--- src/core/pbwb_pkg.sv ---
package pbwb_pkg;

  // ************************************************************
  // Widths and reset values
  // ************************************************************
  localparam int unsigned DATA_W  = 8;
  localparam int unsigned WAIT_W  = 5;
  localparam int unsigned RATIO_W = 4;
  localparam logic [DATA_W-1:0]  DATA_RST  = 8'h00;
  localparam logic [WAIT_W-1:0]  WAIT_RST  = 5'h00;
  localparam logic [RATIO_W-1:0] PHASE_RST = 4'h0;

  // ************************************************************
  // Wait figures in processor clocks
  // ************************************************************
  localparam logic [WAIT_W-1:0] WAIT_SERIAL   = 5'h01;
  localparam logic [WAIT_W-1:0] WAIT_NONE     = 5'h00;
  localparam logic [WAIT_W-1:0] WAIT_MIN_FAST = 5'h01;
  localparam logic [WAIT_W-1:0] WAIT_MIN_SLOW = 5'h02;
  localparam logic [RATIO_W-1:0] FAST_RATIO_MAX = 4'h4;

  // ************************************************************
  // Converter clock selection and register targets
  // ************************************************************
  typedef enum logic [2:0] {
    PBWB_DIV2  = 3'h0,
    PBWB_DIV3  = 3'h1,
    PBWB_DIV4  = 3'h2,
    PBWB_DIV6  = 3'h3,
    PBWB_DIV8  = 3'h4,
    PBWB_DIV12 = 3'h5
  } pbwb_div_type;

  typedef enum logic [2:0] {
    PBWB_OTHER                    = 3'h0,
    PBWB_SERIAL_A_RECEIVE_STATUS  = 3'h1,
    PBWB_SERIAL_B_RECEIVE_STATUS  = 3'h2,
    PBWB_CONVERTER_MODE_REG       = 3'h3,
    PBWB_CONVERTER_CHANNEL_SELECT = 3'h4,
    PBWB_CONVERTER_PORT_CONFIG    = 3'h5,
    PBWB_CONVERTER_RESULT_REG     = 3'h6
  } pbwb_target_type;

  typedef struct packed {
    logic                valid;
    logic                write;
    pbwb_target_type     target;
    logic [DATA_W-1:0]   wdata;
  } pbwb_req_type;

  typedef struct packed {
    logic                strobe;
    logic                write;
    pbwb_target_type     target;
    logic [DATA_W-1:0]   wdata;
  } pbwb_periph_type;

endpackage

--- src/core/pbwb_divider.sv ---
`timescale 1ns/1ps

// Converter clock enable from the processor clock, plus its phase
module pbwb_divider #(
  parameter int unsigned RATIO_W = 4
) (
  // Clock and reset
  input  wire logic               core_clk,
  input  wire logic               rst_n,
  // Control
  input  wire logic               run,
  input  wire logic [RATIO_W-1:0] ratio,
  // Enable and phase
  output logic                    tick_q,
  output logic [RATIO_W-1:0]      phase_q
);
  import pbwb_pkg::*;

  logic               tick_d;
  logic [RATIO_W-1:0] phase_d;

  // Phase advances per processor clock, frozen while stopped
  always_comb begin
    phase_d = phase_q;
    tick_d  = 1'b0;
    if (run) begin
      if (phase_q >= ratio - 1'b1) begin
        phase_d = '0;
        tick_d  = 1'b1;
      end else begin
        phase_d = phase_q + 1'b1;
      end
    end
  end

  // Divider state
  always_ff @(posedge core_clk or negedge rst_n) begin
    if (!rst_n) begin
      phase_q <= '0;
      tick_q  <= 1'b0;
    end else begin
      phase_q <= phase_d;
      tick_q  <= tick_d;
    end
  end

  // ************************************************************
  // Checks
  // ************************************************************
  property p_frozen_when_stopped;
    @(posedge core_clk) disable iff (!rst_n)
      !run |=> !tick_q && $stable(phase_q);
  endproperty
  a_frozen_when_stopped: assert property (p_frozen_when_stopped)
    else $error("converter phase moved while peripheral clock stopped");

endmodule

--- src/core/pbwb_bridge.sv ---
`timescale 1ns/1ps

// Summary of operation
// - Separate processor and peripheral buses; bridge guards colliding accesses.
// - Colliding accesses are held for the counted wait clocks, then transferred once.
// - Each wait clock stretches the current access by one processor cycle.
// - Serial status reads wait one clock; converter setup writes and result reads wait variably.
// - Converter waits 1-5, 1-7, 1-9 at divide by 2, 3, 4.
// - Converter waits 2-13, 2-17, 2-25 at divide by 6, 8, 12.
// - Maximum converter wait is twice processor over converter clock, plus one.
// - Wait figures assume processor and peripheral clocks share one source.
// - Wait clocks are counted in processor clock cycles.
module pbwb_bridge #(
  parameter int unsigned DATA_W = 8
) (
  // Clock and reset
  input  wire logic                      core_clk,
  input  wire logic                      rst_n,
  // Processor side
  input  wire pbwb_pkg::pbwb_req_type    cpu_req,
  output logic                           cpu_wait_q,
  output logic                           cpu_done_q,
  output logic [DATA_W-1:0]              cpu_rdata_q,
  // Converter clock setup
  input  wire pbwb_pkg::pbwb_div_type    div_sel,
  input  wire logic                      periph_clk_run,
  // Peripheral side
  output pbwb_pkg::pbwb_periph_type      periph_q,
  input  wire logic [DATA_W-1:0]         periph_rdata
);
  import pbwb_pkg::*;

  if (DATA_W != pbwb_pkg::DATA_W) begin : g_bad_width
    $error("DATA_W must match the package");
  end

  // ************************************************************
  // Wait decoding
  // ************************************************************
  function automatic logic [RATIO_W-1:0] ratio_of(input pbwb_div_type sel);
    unique case (sel)
      PBWB_DIV2:  ratio_of = 4'h2;
      PBWB_DIV3:  ratio_of = 4'h3;
      PBWB_DIV4:  ratio_of = 4'h4;
      PBWB_DIV6:  ratio_of = 4'h6;
      PBWB_DIV8:  ratio_of = 4'h8;
      PBWB_DIV12: ratio_of = 4'hC;
      default:    ratio_of = 4'h2;
    endcase
  endfunction

  // Twice the clock ratio plus one; integer ratio leaves no fraction
  function automatic logic [WAIT_W-1:0] max_wait(input logic [RATIO_W-1:0] r);
    max_wait = {r, 1'b1};
  endfunction

  function automatic logic [WAIT_W-1:0] min_wait(input logic [RATIO_W-1:0] r);
    min_wait = (r <= FAST_RATIO_MAX) ? WAIT_MIN_FAST : WAIT_MIN_SLOW;
  endfunction

  function automatic logic is_conv(input pbwb_req_type q);
    is_conv = (q.write && (q.target == PBWB_CONVERTER_MODE_REG ||
                           q.target == PBWB_CONVERTER_CHANNEL_SELECT ||
                           q.target == PBWB_CONVERTER_PORT_CONFIG)) ||
              (!q.write && q.target == PBWB_CONVERTER_RESULT_REG);
  endfunction

  function automatic logic is_serial(input pbwb_req_type q);
    is_serial = !q.write && (q.target == PBWB_SERIAL_A_RECEIVE_STATUS ||
                             q.target == PBWB_SERIAL_B_RECEIVE_STATUS);
  endfunction

  // ************************************************************
  // Converter clock divider
  // ************************************************************
  logic [RATIO_W-1:0] ratio;
  logic [RATIO_W-1:0] phase;

  assign ratio = ratio_of(div_sel);

  // Shared source: converter clock is an enable from the processor clock
  pbwb_divider #(.RATIO_W(RATIO_W)) u_div (
    .core_clk (core_clk),
    .rst_n    (rst_n),
    .run      (periph_clk_run),
    .ratio    (ratio),
    .tick_q   (),
    .phase_q  (phase)
  );

  // Wait needed by a fresh request; late phase lands near the converter edge
  logic [WAIT_W-1:0] need;
  always_comb begin
    if (is_serial(cpu_req)) begin
      need = WAIT_SERIAL;
    end else if (is_conv(cpu_req)) begin
      if (phase == ratio - 1'b1) begin
        need = min_wait(ratio);
      end else begin
        need = max_wait(ratio) - WAIT_W'({phase, 1'b0});
      end
    end else begin
      need = WAIT_NONE;
    end
  end

  // ************************************************************
  // Access sequencer
  // ************************************************************
  typedef enum logic [1:0] {
    PBWB_IDLE = 2'b00,
    PBWB_WAIT = 2'b01,
    PBWB_XFER = 2'b10
  } pbwb_state_type;

  pbwb_state_type    state_q, state_d;
  logic [WAIT_W-1:0] cnt_q, cnt_d;
  logic              wait_d, done_d;
  logic [DATA_W-1:0] rdata_d;
  pbwb_periph_type   periph_d;
  logic              accept;

  assign accept = (state_q == PBWB_IDLE) && cpu_req.valid;

  // Next state; processor is held while the count runs
  always_comb begin
    state_d         = state_q;
    cnt_d           = cnt_q;
    wait_d          = 1'b0;
    done_d          = 1'b0;
    rdata_d         = cpu_rdata_q;
    periph_d        = periph_q;
    periph_d.strobe = 1'b0;
    unique case (state_q)
      PBWB_IDLE: begin
        if (cpu_req.valid) begin
          periph_d.write  = cpu_req.write;
          periph_d.target = cpu_req.target;
          periph_d.wdata  = cpu_req.wdata;
          if (need == WAIT_NONE) begin
            state_d         = PBWB_XFER;
            periph_d.strobe = 1'b1;
          end else begin
            state_d = PBWB_WAIT;
            cnt_d   = need;
            wait_d  = 1'b1;
          end
        end
      end
      PBWB_WAIT: begin
        // One processor cycle per wait clock
        if (cnt_q == 5'h01) begin
          state_d         = PBWB_XFER;
          periph_d.strobe = 1'b1;
          cnt_d           = WAIT_RST;
        end else begin
          cnt_d  = cnt_q - 1'b1;
          wait_d = 1'b1;
        end
      end
      PBWB_XFER: begin
        state_d = PBWB_IDLE;
        done_d  = 1'b1;
        if (!periph_q.write) begin
          rdata_d = periph_rdata;
        end
      end
      default: begin
        state_d = PBWB_IDLE;
      end
    endcase
  end

  // Sequencer registers
  always_ff @(posedge core_clk or negedge rst_n) begin
    if (!rst_n) begin
      state_q     <= PBWB_IDLE;
      cnt_q       <= WAIT_RST;
      cpu_wait_q  <= 1'b0;
      cpu_done_q  <= 1'b0;
      cpu_rdata_q <= DATA_RST;
      periph_q    <= '{strobe: 1'b0, write: 1'b0, target: PBWB_OTHER, wdata: DATA_RST};
    end else begin
      state_q     <= state_d;
      cnt_q       <= cnt_d;
      cpu_wait_q  <= wait_d;
      cpu_done_q  <= done_d;
      cpu_rdata_q <= rdata_d;
      periph_q    <= periph_d;
    end
  end

  // ************************************************************
  // Checks
  // ************************************************************
  logic [WAIT_W-1:0] need_q;
  logic [WAIT_W-1:0] waited_q;
  logic [RATIO_W-1:0] ratio_q;
  logic              conv_q;
  logic              serial_q;

  // Helper: what the current access asked for and how long it waited
  always_ff @(posedge core_clk or negedge rst_n) begin
    if (!rst_n) begin
      need_q   <= WAIT_RST;
      waited_q <= WAIT_RST;
      ratio_q  <= PHASE_RST;
      conv_q   <= 1'b0;
      serial_q <= 1'b0;
    end else if (accept) begin
      need_q   <= need;
      waited_q <= WAIT_RST;
      ratio_q  <= ratio;
      conv_q   <= is_conv(cpu_req);
      serial_q <= is_serial(cpu_req);
    end else if (cpu_wait_q) begin
      waited_q <= waited_q + 1'b1;
    end
  end

  property p_strobe_then_done;
    @(posedge core_clk) disable iff (!rst_n)
      periph_q.strobe |=> cpu_done_q && !periph_q.strobe;
  endproperty
  a_strobe_then_done: assert property (p_strobe_then_done)
    else $error("peripheral transfer not followed by done");

  property p_held_no_transfer;
    @(posedge core_clk) disable iff (!rst_n)
      cpu_wait_q |-> !cpu_done_q && !periph_q.strobe;
  endproperty
  a_held_no_transfer: assert property (p_held_no_transfer)
    else $error("transfer while processor held");

  property p_wait_length;
    @(posedge core_clk) disable iff (!rst_n)
      cpu_done_q |-> waited_q == need_q;
  endproperty
  a_wait_length: assert property (p_wait_length)
    else $error("wait clocks differ from requested count");

  property p_serial_one;
    @(posedge core_clk) disable iff (!rst_n)
      accept && is_serial(cpu_req) |=> cpu_wait_q ##1 (!cpu_wait_q && periph_q.strobe);
  endproperty
  a_serial_one: assert property (p_serial_one)
    else $error("serial status read not exactly one wait");

  property p_fast_range;
    @(posedge core_clk) disable iff (!rst_n)
      cpu_done_q && conv_q && ratio_q <= 4'h4 |->
        waited_q >= 5'h01 && waited_q <= {ratio_q, 1'b1};
  endproperty
  a_fast_range: assert property (p_fast_range)
    else $error("fast converter wait out of range");

  property p_slow_range;
    @(posedge core_clk) disable iff (!rst_n)
      cpu_done_q && conv_q && ratio_q > 4'h4 |->
        waited_q >= 5'h02 && waited_q <= {ratio_q, 1'b1};
  endproperty
  a_slow_range: assert property (p_slow_range)
    else $error("slow converter wait out of range");

  property p_max_at_phase0;
    @(posedge core_clk) disable iff (!rst_n)
      accept && is_conv(cpu_req) && phase == 4'h0 |=> cnt_q == {ratio_q, 1'b1};
  endproperty
  a_max_at_phase0: assert property (p_max_at_phase0)
    else $error("maximum converter wait not reached");

  property p_count_down;
    @(posedge core_clk) disable iff (!rst_n)
      state_q == PBWB_WAIT && cnt_q > 5'h01 |=> cnt_q == $past(cnt_q) - 5'h01 && cpu_wait_q;
  endproperty
  a_count_down: assert property (p_count_down)
    else $error("wait not counted per processor clock");

  property p_other_free;
    @(posedge core_clk) disable iff (!rst_n)
      accept && !is_conv(cpu_req) && !is_serial(cpu_req) |=>
        periph_q.strobe && !cpu_wait_q ##1 cpu_done_q;
  endproperty
  a_other_free: assert property (p_other_free)
    else $error("unlisted register access was delayed");

  c_serial: cover property (@(posedge core_clk) disable iff (!rst_n)
    cpu_done_q && serial_q);
  c_conv_max: cover property (@(posedge core_clk) disable iff (!rst_n)
    cpu_done_q && conv_q && waited_q == {ratio_q, 1'b1});
  c_conv_min: cover property (@(posedge core_clk) disable iff (!rst_n)
    cpu_done_q && conv_q && ratio_q == 4'hC && waited_q == 5'h02);

endmodule

--- config.mk ---
export PLATFORM = sky130hd
export DESIGN_NAME = pbwb_bridge
export DESIGN_NICKNAME = d
export VERILOG_FILES = /design/src/core/pbwb_pkg.sv /design/src/core/pbwb_divider.sv /design/src/core/pbwb_bridge.sv
export SDC_FILE = /design/constraint.sdc
export NUM_CORES = 1
export LEC_CHECK = 0
export BUFFER_PORTS_ARGS = -buffer_cell sky130_fd_sc_hd__buf_2
export CAP_MARGIN = 15
export CORE_MARGIN = 2
export CORE_UTILIZATION = 52
export CTS_CLUSTER_SIZE = 24
export DETAILED_ROUTE_END_ITERATION = 6
export GPL_TIMING_DRIVEN = 0
export PLACE_DENSITY_LB_ADDON = 0.25
export SLEW_MARGIN = 20
export SYNTH_ARGS = -nofsm -noshare
export SYNTH_HDL_FRONTEND = slang
export SYNTH_SLANG_ARGS = --single-unit
--- constraint.sdc ---
create_clock -name core_clk -period 2.7 [get_ports core_clk]
set_input_delay 0.135 -clock core_clk [delete_from_list [all_inputs] [get_ports core_clk]]
set_output_delay 0.135 -clock core_clk [all_outputs]
set_load 0.005 [all_outputs]
; ---- Word level (Yosys, flattened, before mapping)
; Index checks and enable logic that the tools add are counted.
[totals]
regBits = 34
out_inout_bits = 23
[op_classes]
n_eq_ne = 18
mux = 23
addsub = 4
n_bitwise = 1
reduce_logical = 15
order_cmp = 2
[ops]
columns = cell, count
row1 = $mux W5, 6
row2 = $pmux W4 S5, 1
row3 = $eq A3 B3 Y1 const B, 5
row4 = $mux W13, 1
row5 = $eq A3 B2 Y1 const B, 4
row6 = $pmux W5 S2, 1
row7 = $mux W2, 4
row8 = $eq A3 B1 Y1 const B, 2
row9 = $mux W1, 6
row10 = $ne A2 B2 Y1 const B, 3
row11 = $reduce_and A2 Y1, 3
row12 = $eq A5 B1 Y1 const B, 1
row13 = $logic_not A5 Y1, 1
row14 = $sub A5 B1 Y5 const B, 1
row15 = $sub A5 B5 Y5, 1
row16 = $add A4 B1 Y4 const B, 1
row17 = $eq A4 B4 Y1, 1
row18 = $ge A4 B4 Y1, 1
row19 = $le A4 B3 Y1 const B, 1
row20 = $logic_or A1 B1 Y1, 4
row21 = $mux W4, 1
row22 = $pmux W1 S2, 2
row23 = $pmux W2 S2, 1
row24 = $sub A4 B1 Y4 const B, 1
row25 = 8 further kinds, 10

; ---- Logic depth before layout (Yosys ltp)
; Gate-level depths: netlist of the first run.
[logic_depth]
ltp_word = 11
mapped_depth = 13
depth_no_buf = 13

; ---- Modules after synthesis
; Synthesis of the first run repeated with hierarchy kept, for this count alone.
[unflattened]
hier_cells = 187
hier_area_um2 = 1998.2
[by_module_without_submodules]
columns = module, instances, seq_area_each_um2, area_each_um2, cells_per_inst
row1 = pbwb_bridge, 1, 750.7, 1636.6, 150
row2 = pbwb_divider, 1, 125.1, 361.6, 37

; ---- Least setup slack after synthesis of the first run
; Ideal clock, no wire load.
[synth_timing]
path_kind = input port to flip-flop
startpoint = in div_sel[2]
endpoint = reg cnt_q[3]
stages = 10
setup_slack_ns = 0.075
arrival_ns = 2.498
setup_ns = 0.128
required_time_ns = 2.572
n_path_buf = 0
cell_sequence = or3b_2 -> ha_1 -> xnor2_1 -> ha_1 -> nand4_2 -> a211oi_2 -> o221ai_1 -> o211a_1 -> nor3_4 -> mux2_1
[synth_between]
elab_chain_cells = 10
word_cells_on_any_way = 20
[synth_lines]
columns = item, line
row1 = start: declaration, pbwb_bridge.sv:25  ; input wire pbwb_pkg::pbwb_div_type div_sel,
row2 = "$eq A3 B3 Y1, or another cell as far along", pbwb_bridge.sv:41  ; unique case (sel)
row3 = $pmux W4 S5 (*), pbwb_bridge.sv:41
row4 = $sub A4 B1 Y4 or $le A4 B3 Y1 (tied branches), "pbwb_bridge.sv:97, pbwb_bridge.sv:58"
row5 = $eq A4 B4 Y1 or $mux W2 (tied branches), "pbwb_bridge.sv:97, pbwb_bridge.sv:58"
row6 = $mux W5 (*), pbwb_bridge.sv:97  ; if (phase == ratio - 1'b1) begin
row7 = $mux W5 (*), pbwb_bridge.sv:96  ; end else if (is_conv(cpu_req)) begin
row8 = $mux W5 (*), pbwb_bridge.sv:94  ; if (is_serial(cpu_req)) begin
row9 = $logic_not A5 Y1 or $mux W5 (tied branches), pbwb_bridge.sv:140  ; if (need == WAIT_NONE) begin
row10 = $ne A2 B2 Y1 (no line) or $mux W5 (tied branches), n/a
row11 = $reduce_and A3 Y1 (no line) or $pmux W5 S2 (tied branches), n/a
row12 = end signal: assignment, pbwb_bridge.sv:185  ; cnt_q <= cnt_d;
row13 = end: declaration, pbwb_bridge.sv:117  ; logic [WAIT_W-1:0] cnt_q, cnt_d;
; Every way passes the cells marked *; elsewhere a longest branch is shown, timed or not. The select of a mux whose other input is x is not followed.
; A chain may end at the register's enable or synchronous reset.

; ---- Final worst setup path of the first run
; Ends and elaborated chain as after synthesis.

==> results.md, run 1 <==
- The flow ran to the end, and the final reports show no timing, DRC or antenna violations.
- Before antenna repair, the detailed router went through 4 iterations.
- The via count of the first global-routing pass is 1,516.
- After routing the design area is 0.002389 sq mm.
- The post-synthesis cell count is 195.
- The tool flagged a number of max-cap violations equal to 0.
- The final routed DRC violation total is 0.
- The compound-gate portion of the synthesized area was 0.1387.
- Of the total synthesized cell area, the portion taken by XOR and XNOR cells is 0.02774.
- The number of cells on the worst reg-to-reg path is 8.
- Subtracting the final worst setup slack from the clock period gives 2.579 ns.
- The family of cells with the greatest summed delay on the critical path is simple AND/OR/NAND/NOR gates.
- In the synthesized netlist the async set-or-reset flop fraction comes to 1.000.
- The floorplan step defined a die boundary enclosing 0.004142 sq mm.
- The clock input transition at the sequential cells of the worst setup and hold paths is 0.11 ns.
- The routed wirelength normalized by instance count is 12.45 um.
- The via density per instance is 5.117.
- Of the total synthesized cell area, the portion taken by full adders, half adders and majority gates is 0.08322.
- For this run, the leading register cell type out of synthesis is sky130_fd_sc_hd__dfrtp_1.
- Counting along the longest clock path gives a buffer depth of 2.
- In this run the standard cell core region covers 0.003416 sq mm.
- Of the total synthesized cell area, the portion taken by AND, OR, NAND and NOR gates is 0.2147.
- In this run the mean area of a mapped cell was 9.714 sq um.
- For this run, the slowest stage of the critical path takes 0.52 ns.
- For this run, the top clock speed supported by timing is 0.3877 GHz.
- The library cell with the highest instance count after synthesis is sky130_fd_sc_hd__nand2_1.
- The worst setup path is captured at a flop.
- The clock root buffer is sky130_fd_sc_hd__clkbuf_4.
- The design draws 2.332 mW.
- The final estimated routing congestion in global placement is 0.8250.
- STA puts the critical path data required time at 2.93 ns.
- The proportion of netlist area held by the largest area contributor is 0.4491.
- Hold is met by 0.03064 ns.
- The synthesized netlist occupies a cell area of 0.001894 sq mm.
- The number of buffers created by CTS is 5.
- Setup violations remaining at the end of the flow were counted as 0.
- Synthesis produced a netlist with a net count of 234.
- The combined buffer and inverter count along the critical path is 1.
- In this run the worst hold path is classified as input pin to flop.
- In this run the static leakage power is 1.190 nW.
- The detailed-placement wirelength estimate is 2.742 mm.
- Yosys mapped a number of flops with a built-in enable equal to 0.
- The clock arrives with 0.01260 ns of skew.
- The commonest cells after synthesis are 43 x sky130_fd_sc_hd__nand2_1, 34 x sky130_fd_sc_hd__dfrtp_1, 11 x sky130_fd_sc_hd__ha_1, 10 x sky130_fd_sc_hd__inv_1, 10 x sky130_fd_sc_hd__o21ai_0.
- The fraction of the yosys area taken by sequential cells is 0.4491.
- The initialized floorplan defines 21 standard-cell rows.
- The first-pass GRT wire length is 6.354 mm.
- The synthesis-to-layout area growth is 26.09%.
- In this run, distinct cell masters in the synthesized netlist total 46.
- The maximum ir drop on the vdd rail is 0.5000 mV.
- The worst slew margin relative to its limit is 0.5096.
- The share of the cycle needed by the critical path after routing is 0.9552.
- Summed over all failing endpoints, the final setup total negative slack is 0 ns.
- In this run the count of I/O pins placed on the die edge is 50.
- The width of the die is 64.36 um.
- Data on the critical path arrives at its endpoint at 2.81 ns.
- The number of antenna diodes in the final layout is 0.
- The wire length after detailed routing is 3.846 mm.
- The slew at the pin with the worst max-slew slack is 0.7356 ns.
- The number of input and output port buffers inserted is 49.
- The multiplexer share of the synthesized area is 0.05878.
- The overall routing resource usage is 0.1988.
- The final count of hold timing violations is 0.
- The routed layout has 1,581 vias.
- The area of placed instances is 0.002197 sq mm.
- The net count reported at finish is 301.
- In this run the worst path has a maximum fanout of 6.
- The clock insertion delay at the later pin of the skew report is 0.34 ns.
- The H-tree depth is 2.
- By area, the combinational part of the netlist is dominated by simple AND/OR/NAND/NOR gates.
- The standard cell with the maximum stage delay on the critical path is sky130_fd_sc_hd__or3b_2.
- STA classifies the critical path startpoint as an input pin.
- The maximum number of pins on one net before global-route repair is 35.
- Yosys printed 0 warnings.
- The depth of the critical timing path with buffers and inverters included is 11.
- The overflow left after global routing is 0.
- Counting flops and latches in the post-synthesis netlist gives 34.
- For this configuration, the core starts out at a cell density of 0.5546.
- The number of antenna violations at the first check in global routing came to 0.
- By startpoint and endpoint, the worst setup path is classified as input pin to flop.
- Along the worst hold path, the cell count comes to 2.
- Measured along the y axis, the die boundary spans 64.36 um.
- Yosys attributes the largest share of cell area to sky130_fd_sc_hd__dfrtp_1 45%, sky130_fd_sc_hd__nand2_1 8.5%, sky130_fd_sc_hd__ha_1 7.3%, sky130_fd_sc_hd__mux2_2 4.8%, sky130_fd_sc_hd__o21ai_0 2.6%.
- The clock net sink count is 34.
- The count of pins over their slew limit is 0.
- Dividing total power by cell area gives a power density of 976.5 mW/mm^2.
- TritonCTS built the clock tree.
- For this block, the initial DRC count from the detailed router was 74.
- The signal on the critical path passes through buf_2 -> or3b_2 -> ha_2 -> xnor2_1 -> ha_1 -> nand4_4 -> o31ai_2 -> nand3_1 -> o211a_1 -> nor3_4 -> mux2_1.
- Once detail routing completed, the nets flagged for antenna violations numbered 0.
- The top cell type by total area after synthesis is sky130_fd_sc_hd__dfrtp_1.
- The proportion of layout cells with a drive suffix above 1 is 0.2814.
==> per-layer routing <==
layer	global-route usage	routed length, um
met5	0	0
met4	0.06915	50
met3	0.04930	201
met2	0.3464	1773
met1	0.2385	1821
==> where the power goes <==
part           switching, mW  internal (mW)
clock network          0.168          0.126
registers              0.139          0.742
logic                  0.608          0.549
total                  0.915           1.42
==> cell type report <==
class                      instances  area, sq um
inverter                          10        37.54
clock buffer                       7        55.05
tap                               46        57.56
timing repair buffer              60        352.8
clock inverter                     1        5.005
multi-input combinational        147         1015
fill                             278         1027
buffer                             4        15.01
sequential                        34        850.8
==> kinds of logic (layout without fill, tap and decap cells) <==
| group | count (synthesis) | in the layout |
|---|---|---|
| AND/OR/NAND/NOR | 80 | 80 |
| AO/OA/AOI/OAI | 39 | 39 |
| flip-flops | 34 | 34 |
| buffers and inverters | 14 | 82 |
| adder cells (fa/ha/maj) | 12 | 12 |
| multiplexers | 10 | 10 |
| XOR/XNOR | 6 | 6 |
==> stage by stage <==
stage               std cells    util  worst slack, ns
floorplan                 195       -          0.07472
global placement          290  0.6432          -0.2515
detailed placement        290  0.6432          -0.3026
CTS                       307  0.6872          0.06853
global route              309  0.6993         -0.01148
finish                    309  0.6993           0.1209
==> path summary, 6_finish.rpt <==
path / startpoint / endpoint / slack, ns
max in group asynchronous: rst_n / cpu_rdata_q[1] / 1.83
hold reg to reg: periph_q[1] / periph_q[1] / 0.48
min in group asynchronous: rst_n / state_q[0] / 0.39
hold / removal: periph_rdata[2] / cpu_rdata_q[2] / 0.03
setup / recovery: div_sel[2] / cnt_q[3] / 0.12
setup reg to reg: u_div.phase_q[0] / cnt_q[3] / 0.39
==> cell usage in the layout (no fill, tap or decap), types with 2 or more instances in the layout <==
cell type	synthesis	layout
sky130_fd_sc_hd__dfrtp_1	34	34
sky130_fd_sc_hd__nand2b_1	5	5
sky130_fd_sc_hd__mux2_2	8	8
sky130_fd_sc_hd__o211a_1	2	2
sky130_fd_sc_hd__nor3b_1	2	2
sky130_fd_sc_hd__nor2b_1	6	6
sky130_fd_sc_hd__ha_1	11	10
sky130_fd_sc_hd__a21oi_1	4	3
sky130_fd_sc_hd__a21oi_2	1	2
sky130_fd_sc_hd__o21ai_1	3	2
sky130_fd_sc_hd__a21boi_0	2	2
sky130_fd_sc_hd__o21ai_0	10	10
sky130_fd_sc_hd__buf_2	0	49
sky130_fd_sc_hd__xnor2_1	5	5
sky130_fd_sc_hd__clkbuf_1	4	5
sky130_fd_sc_hd__or3b_1	2	2
sky130_fd_sc_hd__nand2_1	43	43
sky130_fd_sc_hd__dlygate4sd3_1	0	10
sky130_fd_sc_hd__nand3_1	5	5
sky130_fd_sc_hd__clkbuf_4	0	5
sky130_fd_sc_hd__o22ai_1	5	5
sky130_fd_sc_hd__nor2_1	6	6
sky130_fd_sc_hd__inv_1	10	10
==> state kept, by name, summed over array words and instances, names as in the netlist <==
| signal | cells |
|---|---|
| cnt_q | 5 |
| cpu_done_q | 1 |
| cpu_rdata_q | 8 |
| cpu_wait_q | 1 |
| periph_q | 13 |
| state_q | 2 |
| u_div.phase_q | 4 |
==> repair_timing <==
item                                    CTS  global route
hold buffers                              9             1
gates resized for setup                   0             5
endpoints found under the setup margin    0             3
buffers inserted                          0             1
endpoints found under the hold margin    42             1
No activity file was read; power rests on OpenSTA's default activity.
==> inputs of run 2 (changes only) <==
- CTS_BUF_LIST: not set -> sky130_fd_sc_hd__clkbuf_16
==> results.md, run 2 (synthesis gave the netlist of run 1 again) <==
- The run finished with clean final reports.
- The proportion of layout cells with a drive suffix above 1 is 0.3020.
- The type of origin of the critical path is an input pin.
- The maximum ir drop on the vdd rail is 0.5209 mV.
- The overall routing resource usage is 0.1920.
- The worst endpoint required time is 2.86 ns.
- The detail route stage leaves a number of antenna-violating nets equal to 0.
- The first routing iteration left 88 violations.
- The number of diodes is 0.
- The longest clock path from root to sink contains 2 buffers.
- Adding up every negative setup slack in the final design gives 0 ns.
- The largest registers in the layout are periph_q (13), cpu_rdata_q (8), cnt_q (5).
- For the final database, setup skew stands at 0.005560 ns.
- periph_q holds more flip-flops than any other register.
- Fill cells in the final layout number 269.
- The overflow left after global routing is 0.
- The initial standard-cell utilization of the core is 0.5546.
- Walking the worst path, the cells encountered are buf_2 -> and2b_2 -> nor2_2 -> inv_1 -> ha_2 -> xnor2_1 -> ha_1 -> nand4_4 -> o31ai_2 -> nand3_1 -> o211a_1 -> nor3_4 -> mux2_1.
- In this run the worst hold path is classified as input pin to flop.
- The timing-limited maximum frequency is 0.3940 GHz.
- The wire length after detailed routing is 3.731 mm.
- The wire-length estimate of the detail-placed layout is 2.742 mm.
- The first global-routing pass estimated 6.147 mm of wire.
- The largest fanout of any net on the critical path is 6.
- The post-route core utilization is 0.7004.
- The die height is 64.36 um.
- The area taken by flip-flops and latches is 850.8 sq um.
- Power spread over the standard cell area amounts to 1068 mW/mm^2.
- The worst setup path is captured at a flop.
- At the pin with the least slew margin, the transition time is 0.7462 ns.
- Summing over every cut layer, the via total after detailed routing is 1,531.
- The minimum period implied by the final worst setup slack is 2.538 ns.
- Entering global routing, the biggest net connects 35 pins.
- The number of maximum-capacitance constraint violations is 0.
- The arrival time of data at the critical path endpoint is 2.70 ns.
- The core region is 0.003416 sq mm.
- In the routed design, unresolved DRC markers number 0.
- The count of pins over their slew limit is 0.
- For this run, the post-layout net count is 293.
- In the final routed layout, each cell accounts on average for 12.40 um.
- The number of antenna violations at the first check in global routing came to 0.
- The register with the most flip-flops in the layout has 13 of them.
- The leakage power total is 1.196 nW.
- The clock root buffer is sky130_fd_sc_hd__clkbuf_16.
- Leaving out fill and tap cells, the most frequent cell in the layout is sky130_fd_sc_hd__buf_2.
- Dividing the final minimum period by the clock period gives 0.9401.
- For this run, the slowest stage of the critical path takes 0.34 ns.
- The via count of the first global-routing pass came to 1,473.
- The synthesis-to-layout area growth is 26.29%.
- The final cell count without fillers is 301.
- Routability-driven placement finished with a final weighted congestion of 0.8250.
- During placement, the flow inserted port buffers numbering 49.
- The number of endpoints failing setup at the final stage is 0.
- The area occupied by multi-input gates is 0.001023 sq mm.
- The top cell types in the final layout, fill and taps aside, are 49 x sky130_fd_sc_hd__buf_2, 43 x sky130_fd_sc_hd__nand2_1, 34 x sky130_fd_sc_hd__dfrtp_1.
- The number of primary I/O pins is 50.
- The die is 64.36 um wide.
- The critical path in this run is classified as input pin to flop.
- For this run, the detailed router's first-pass iteration total came to 4.
- Clock-pin slew was measured on the worst setup and hold paths at 0.05 ns.
- The worst slew margin relative to its limit is 0.5025.
- The H-tree depth is 2.
- The floorplan has 21 rows.
- The standard cell with the maximum stage delay on the critical path is sky130_fd_sc_hd__ha_1.
- After detailed placement, the design holds a cell count of 290.
- CTS saw 34 sinks.
- The die covers 0.004142 sq mm.
- The clock tree from TritonCTS is done.
- The final count of hold timing violations is 0.
- The via density per instance is 5.086.
- In this run, CTS created clock tree buffers numbering 5.
- For the worst-skew pair, the clock arrives at the later sink with an insertion delay of 0.28 ns.
==> run 2: cell types whose count changed in the layout (fill, tap and decap cells not counted), moves of 2 or more <==
cell                            before  now
sky130_fd_sc_hd__dlygate4sd3_1      10    1
sky130_fd_sc_hd__nor2_1              6    4
sky130_fd_sc_hd__clkbuf_16           0    5
sky130_fd_sc_hd__clkbuf_4            5    0
sky130_fd_sc_hd__nor2_2              0    2
==> run 2: path summary, 6_finish.rpt <==
check / from / end / slack [ns] / depth (start not counted)
worst max-delay path: div_sel[1] / cnt_q[3] / 0.16 / 13
worst min-delay path: cpu_req[2] / periph_q[2] / 0.05 / 3
worst max register to register: u_div.phase_q[2] / cnt_q[2] / 0.41 / 9
worst min register to register: periph_q[2] / periph_q[2] / 0.47 / 2
max in group asynchronous: rst_n / periph_q[0] / 1.75 / 2
min in group asynchronous: rst_n / cpu_rdata_q[2] / 0.48 / 2
==> run 2: power breakdown <==
group	internal, mW	total, mW	switching [mW]
clock network	0.332	0.525	0.193
logic	0.544	1.15	0.604
registers	0.746	0.882	0.136
total	1.62	2.55	0.933
==> run 2: what timing repair did <==
action                                 CTS  global route
setup buffers                            0             2
resized for setup                        0             9
hold buffers                             1             0
pin swaps                                0             5
gates cloned                             0             0
setup endpoints to repair                1             4
endpoints found under the hold margin   34             0
==> run 2: critical path, delay by kind of cell <==
kind,cells,cell delay [ns]
fa+ha+maj,2,0.53
xor+xnor,1,0.13
compound gates,2,0.50
buf+inv,2,0.19
simple gates,5,0.87
mux,1,0.34
==> run 2: metal layers <==
| metal | global-route usage | up-vias | wire [um] |
|---|---|---|---|
| li1 | - | 792 | - |
| met1 | 0.2385 | 690 | 1794 |
| met2 | 0.3229 | 45 | 1699 |
| met3 | 0.04401 | 4 | 188 |
| met4 | 0.07713 | 0 | 48 |
| met5 | 0 | - | 0 |
==> run 2: cell type report <==
| cell class | instances | area share |
|---|---|---|
| inverter | 10 | 0.01569 |
| sequential | 34 | 0.3556 |
| multi-input combinational | 147 | 0.4278 |
| timing repair buffer | 52 | 0.1130 |
| clock inverter | 3 | 0.005230 |
| clock buffer | 5 | 0.05230 |
| tap | 46 | 0.02406 |
| buffer | 4 | 0.006276 |
==> run 2: metrics by stage <==
step	setup slack [ns]	hold slack [ns]	power, mW	instance area, sq um
after floorplan	0.07472	-0.1606	1.631	1894
after global placement	-0.2515	0.2372	1.962	2197
after detailed placement	-0.3026	0.2428	1.994	2197
after CTS	-0.01094	0.04266	2.533	2345
after global routing	-0.02173	0.05585	2.794	2392
final	0.1617	0.04813	2.555	2392
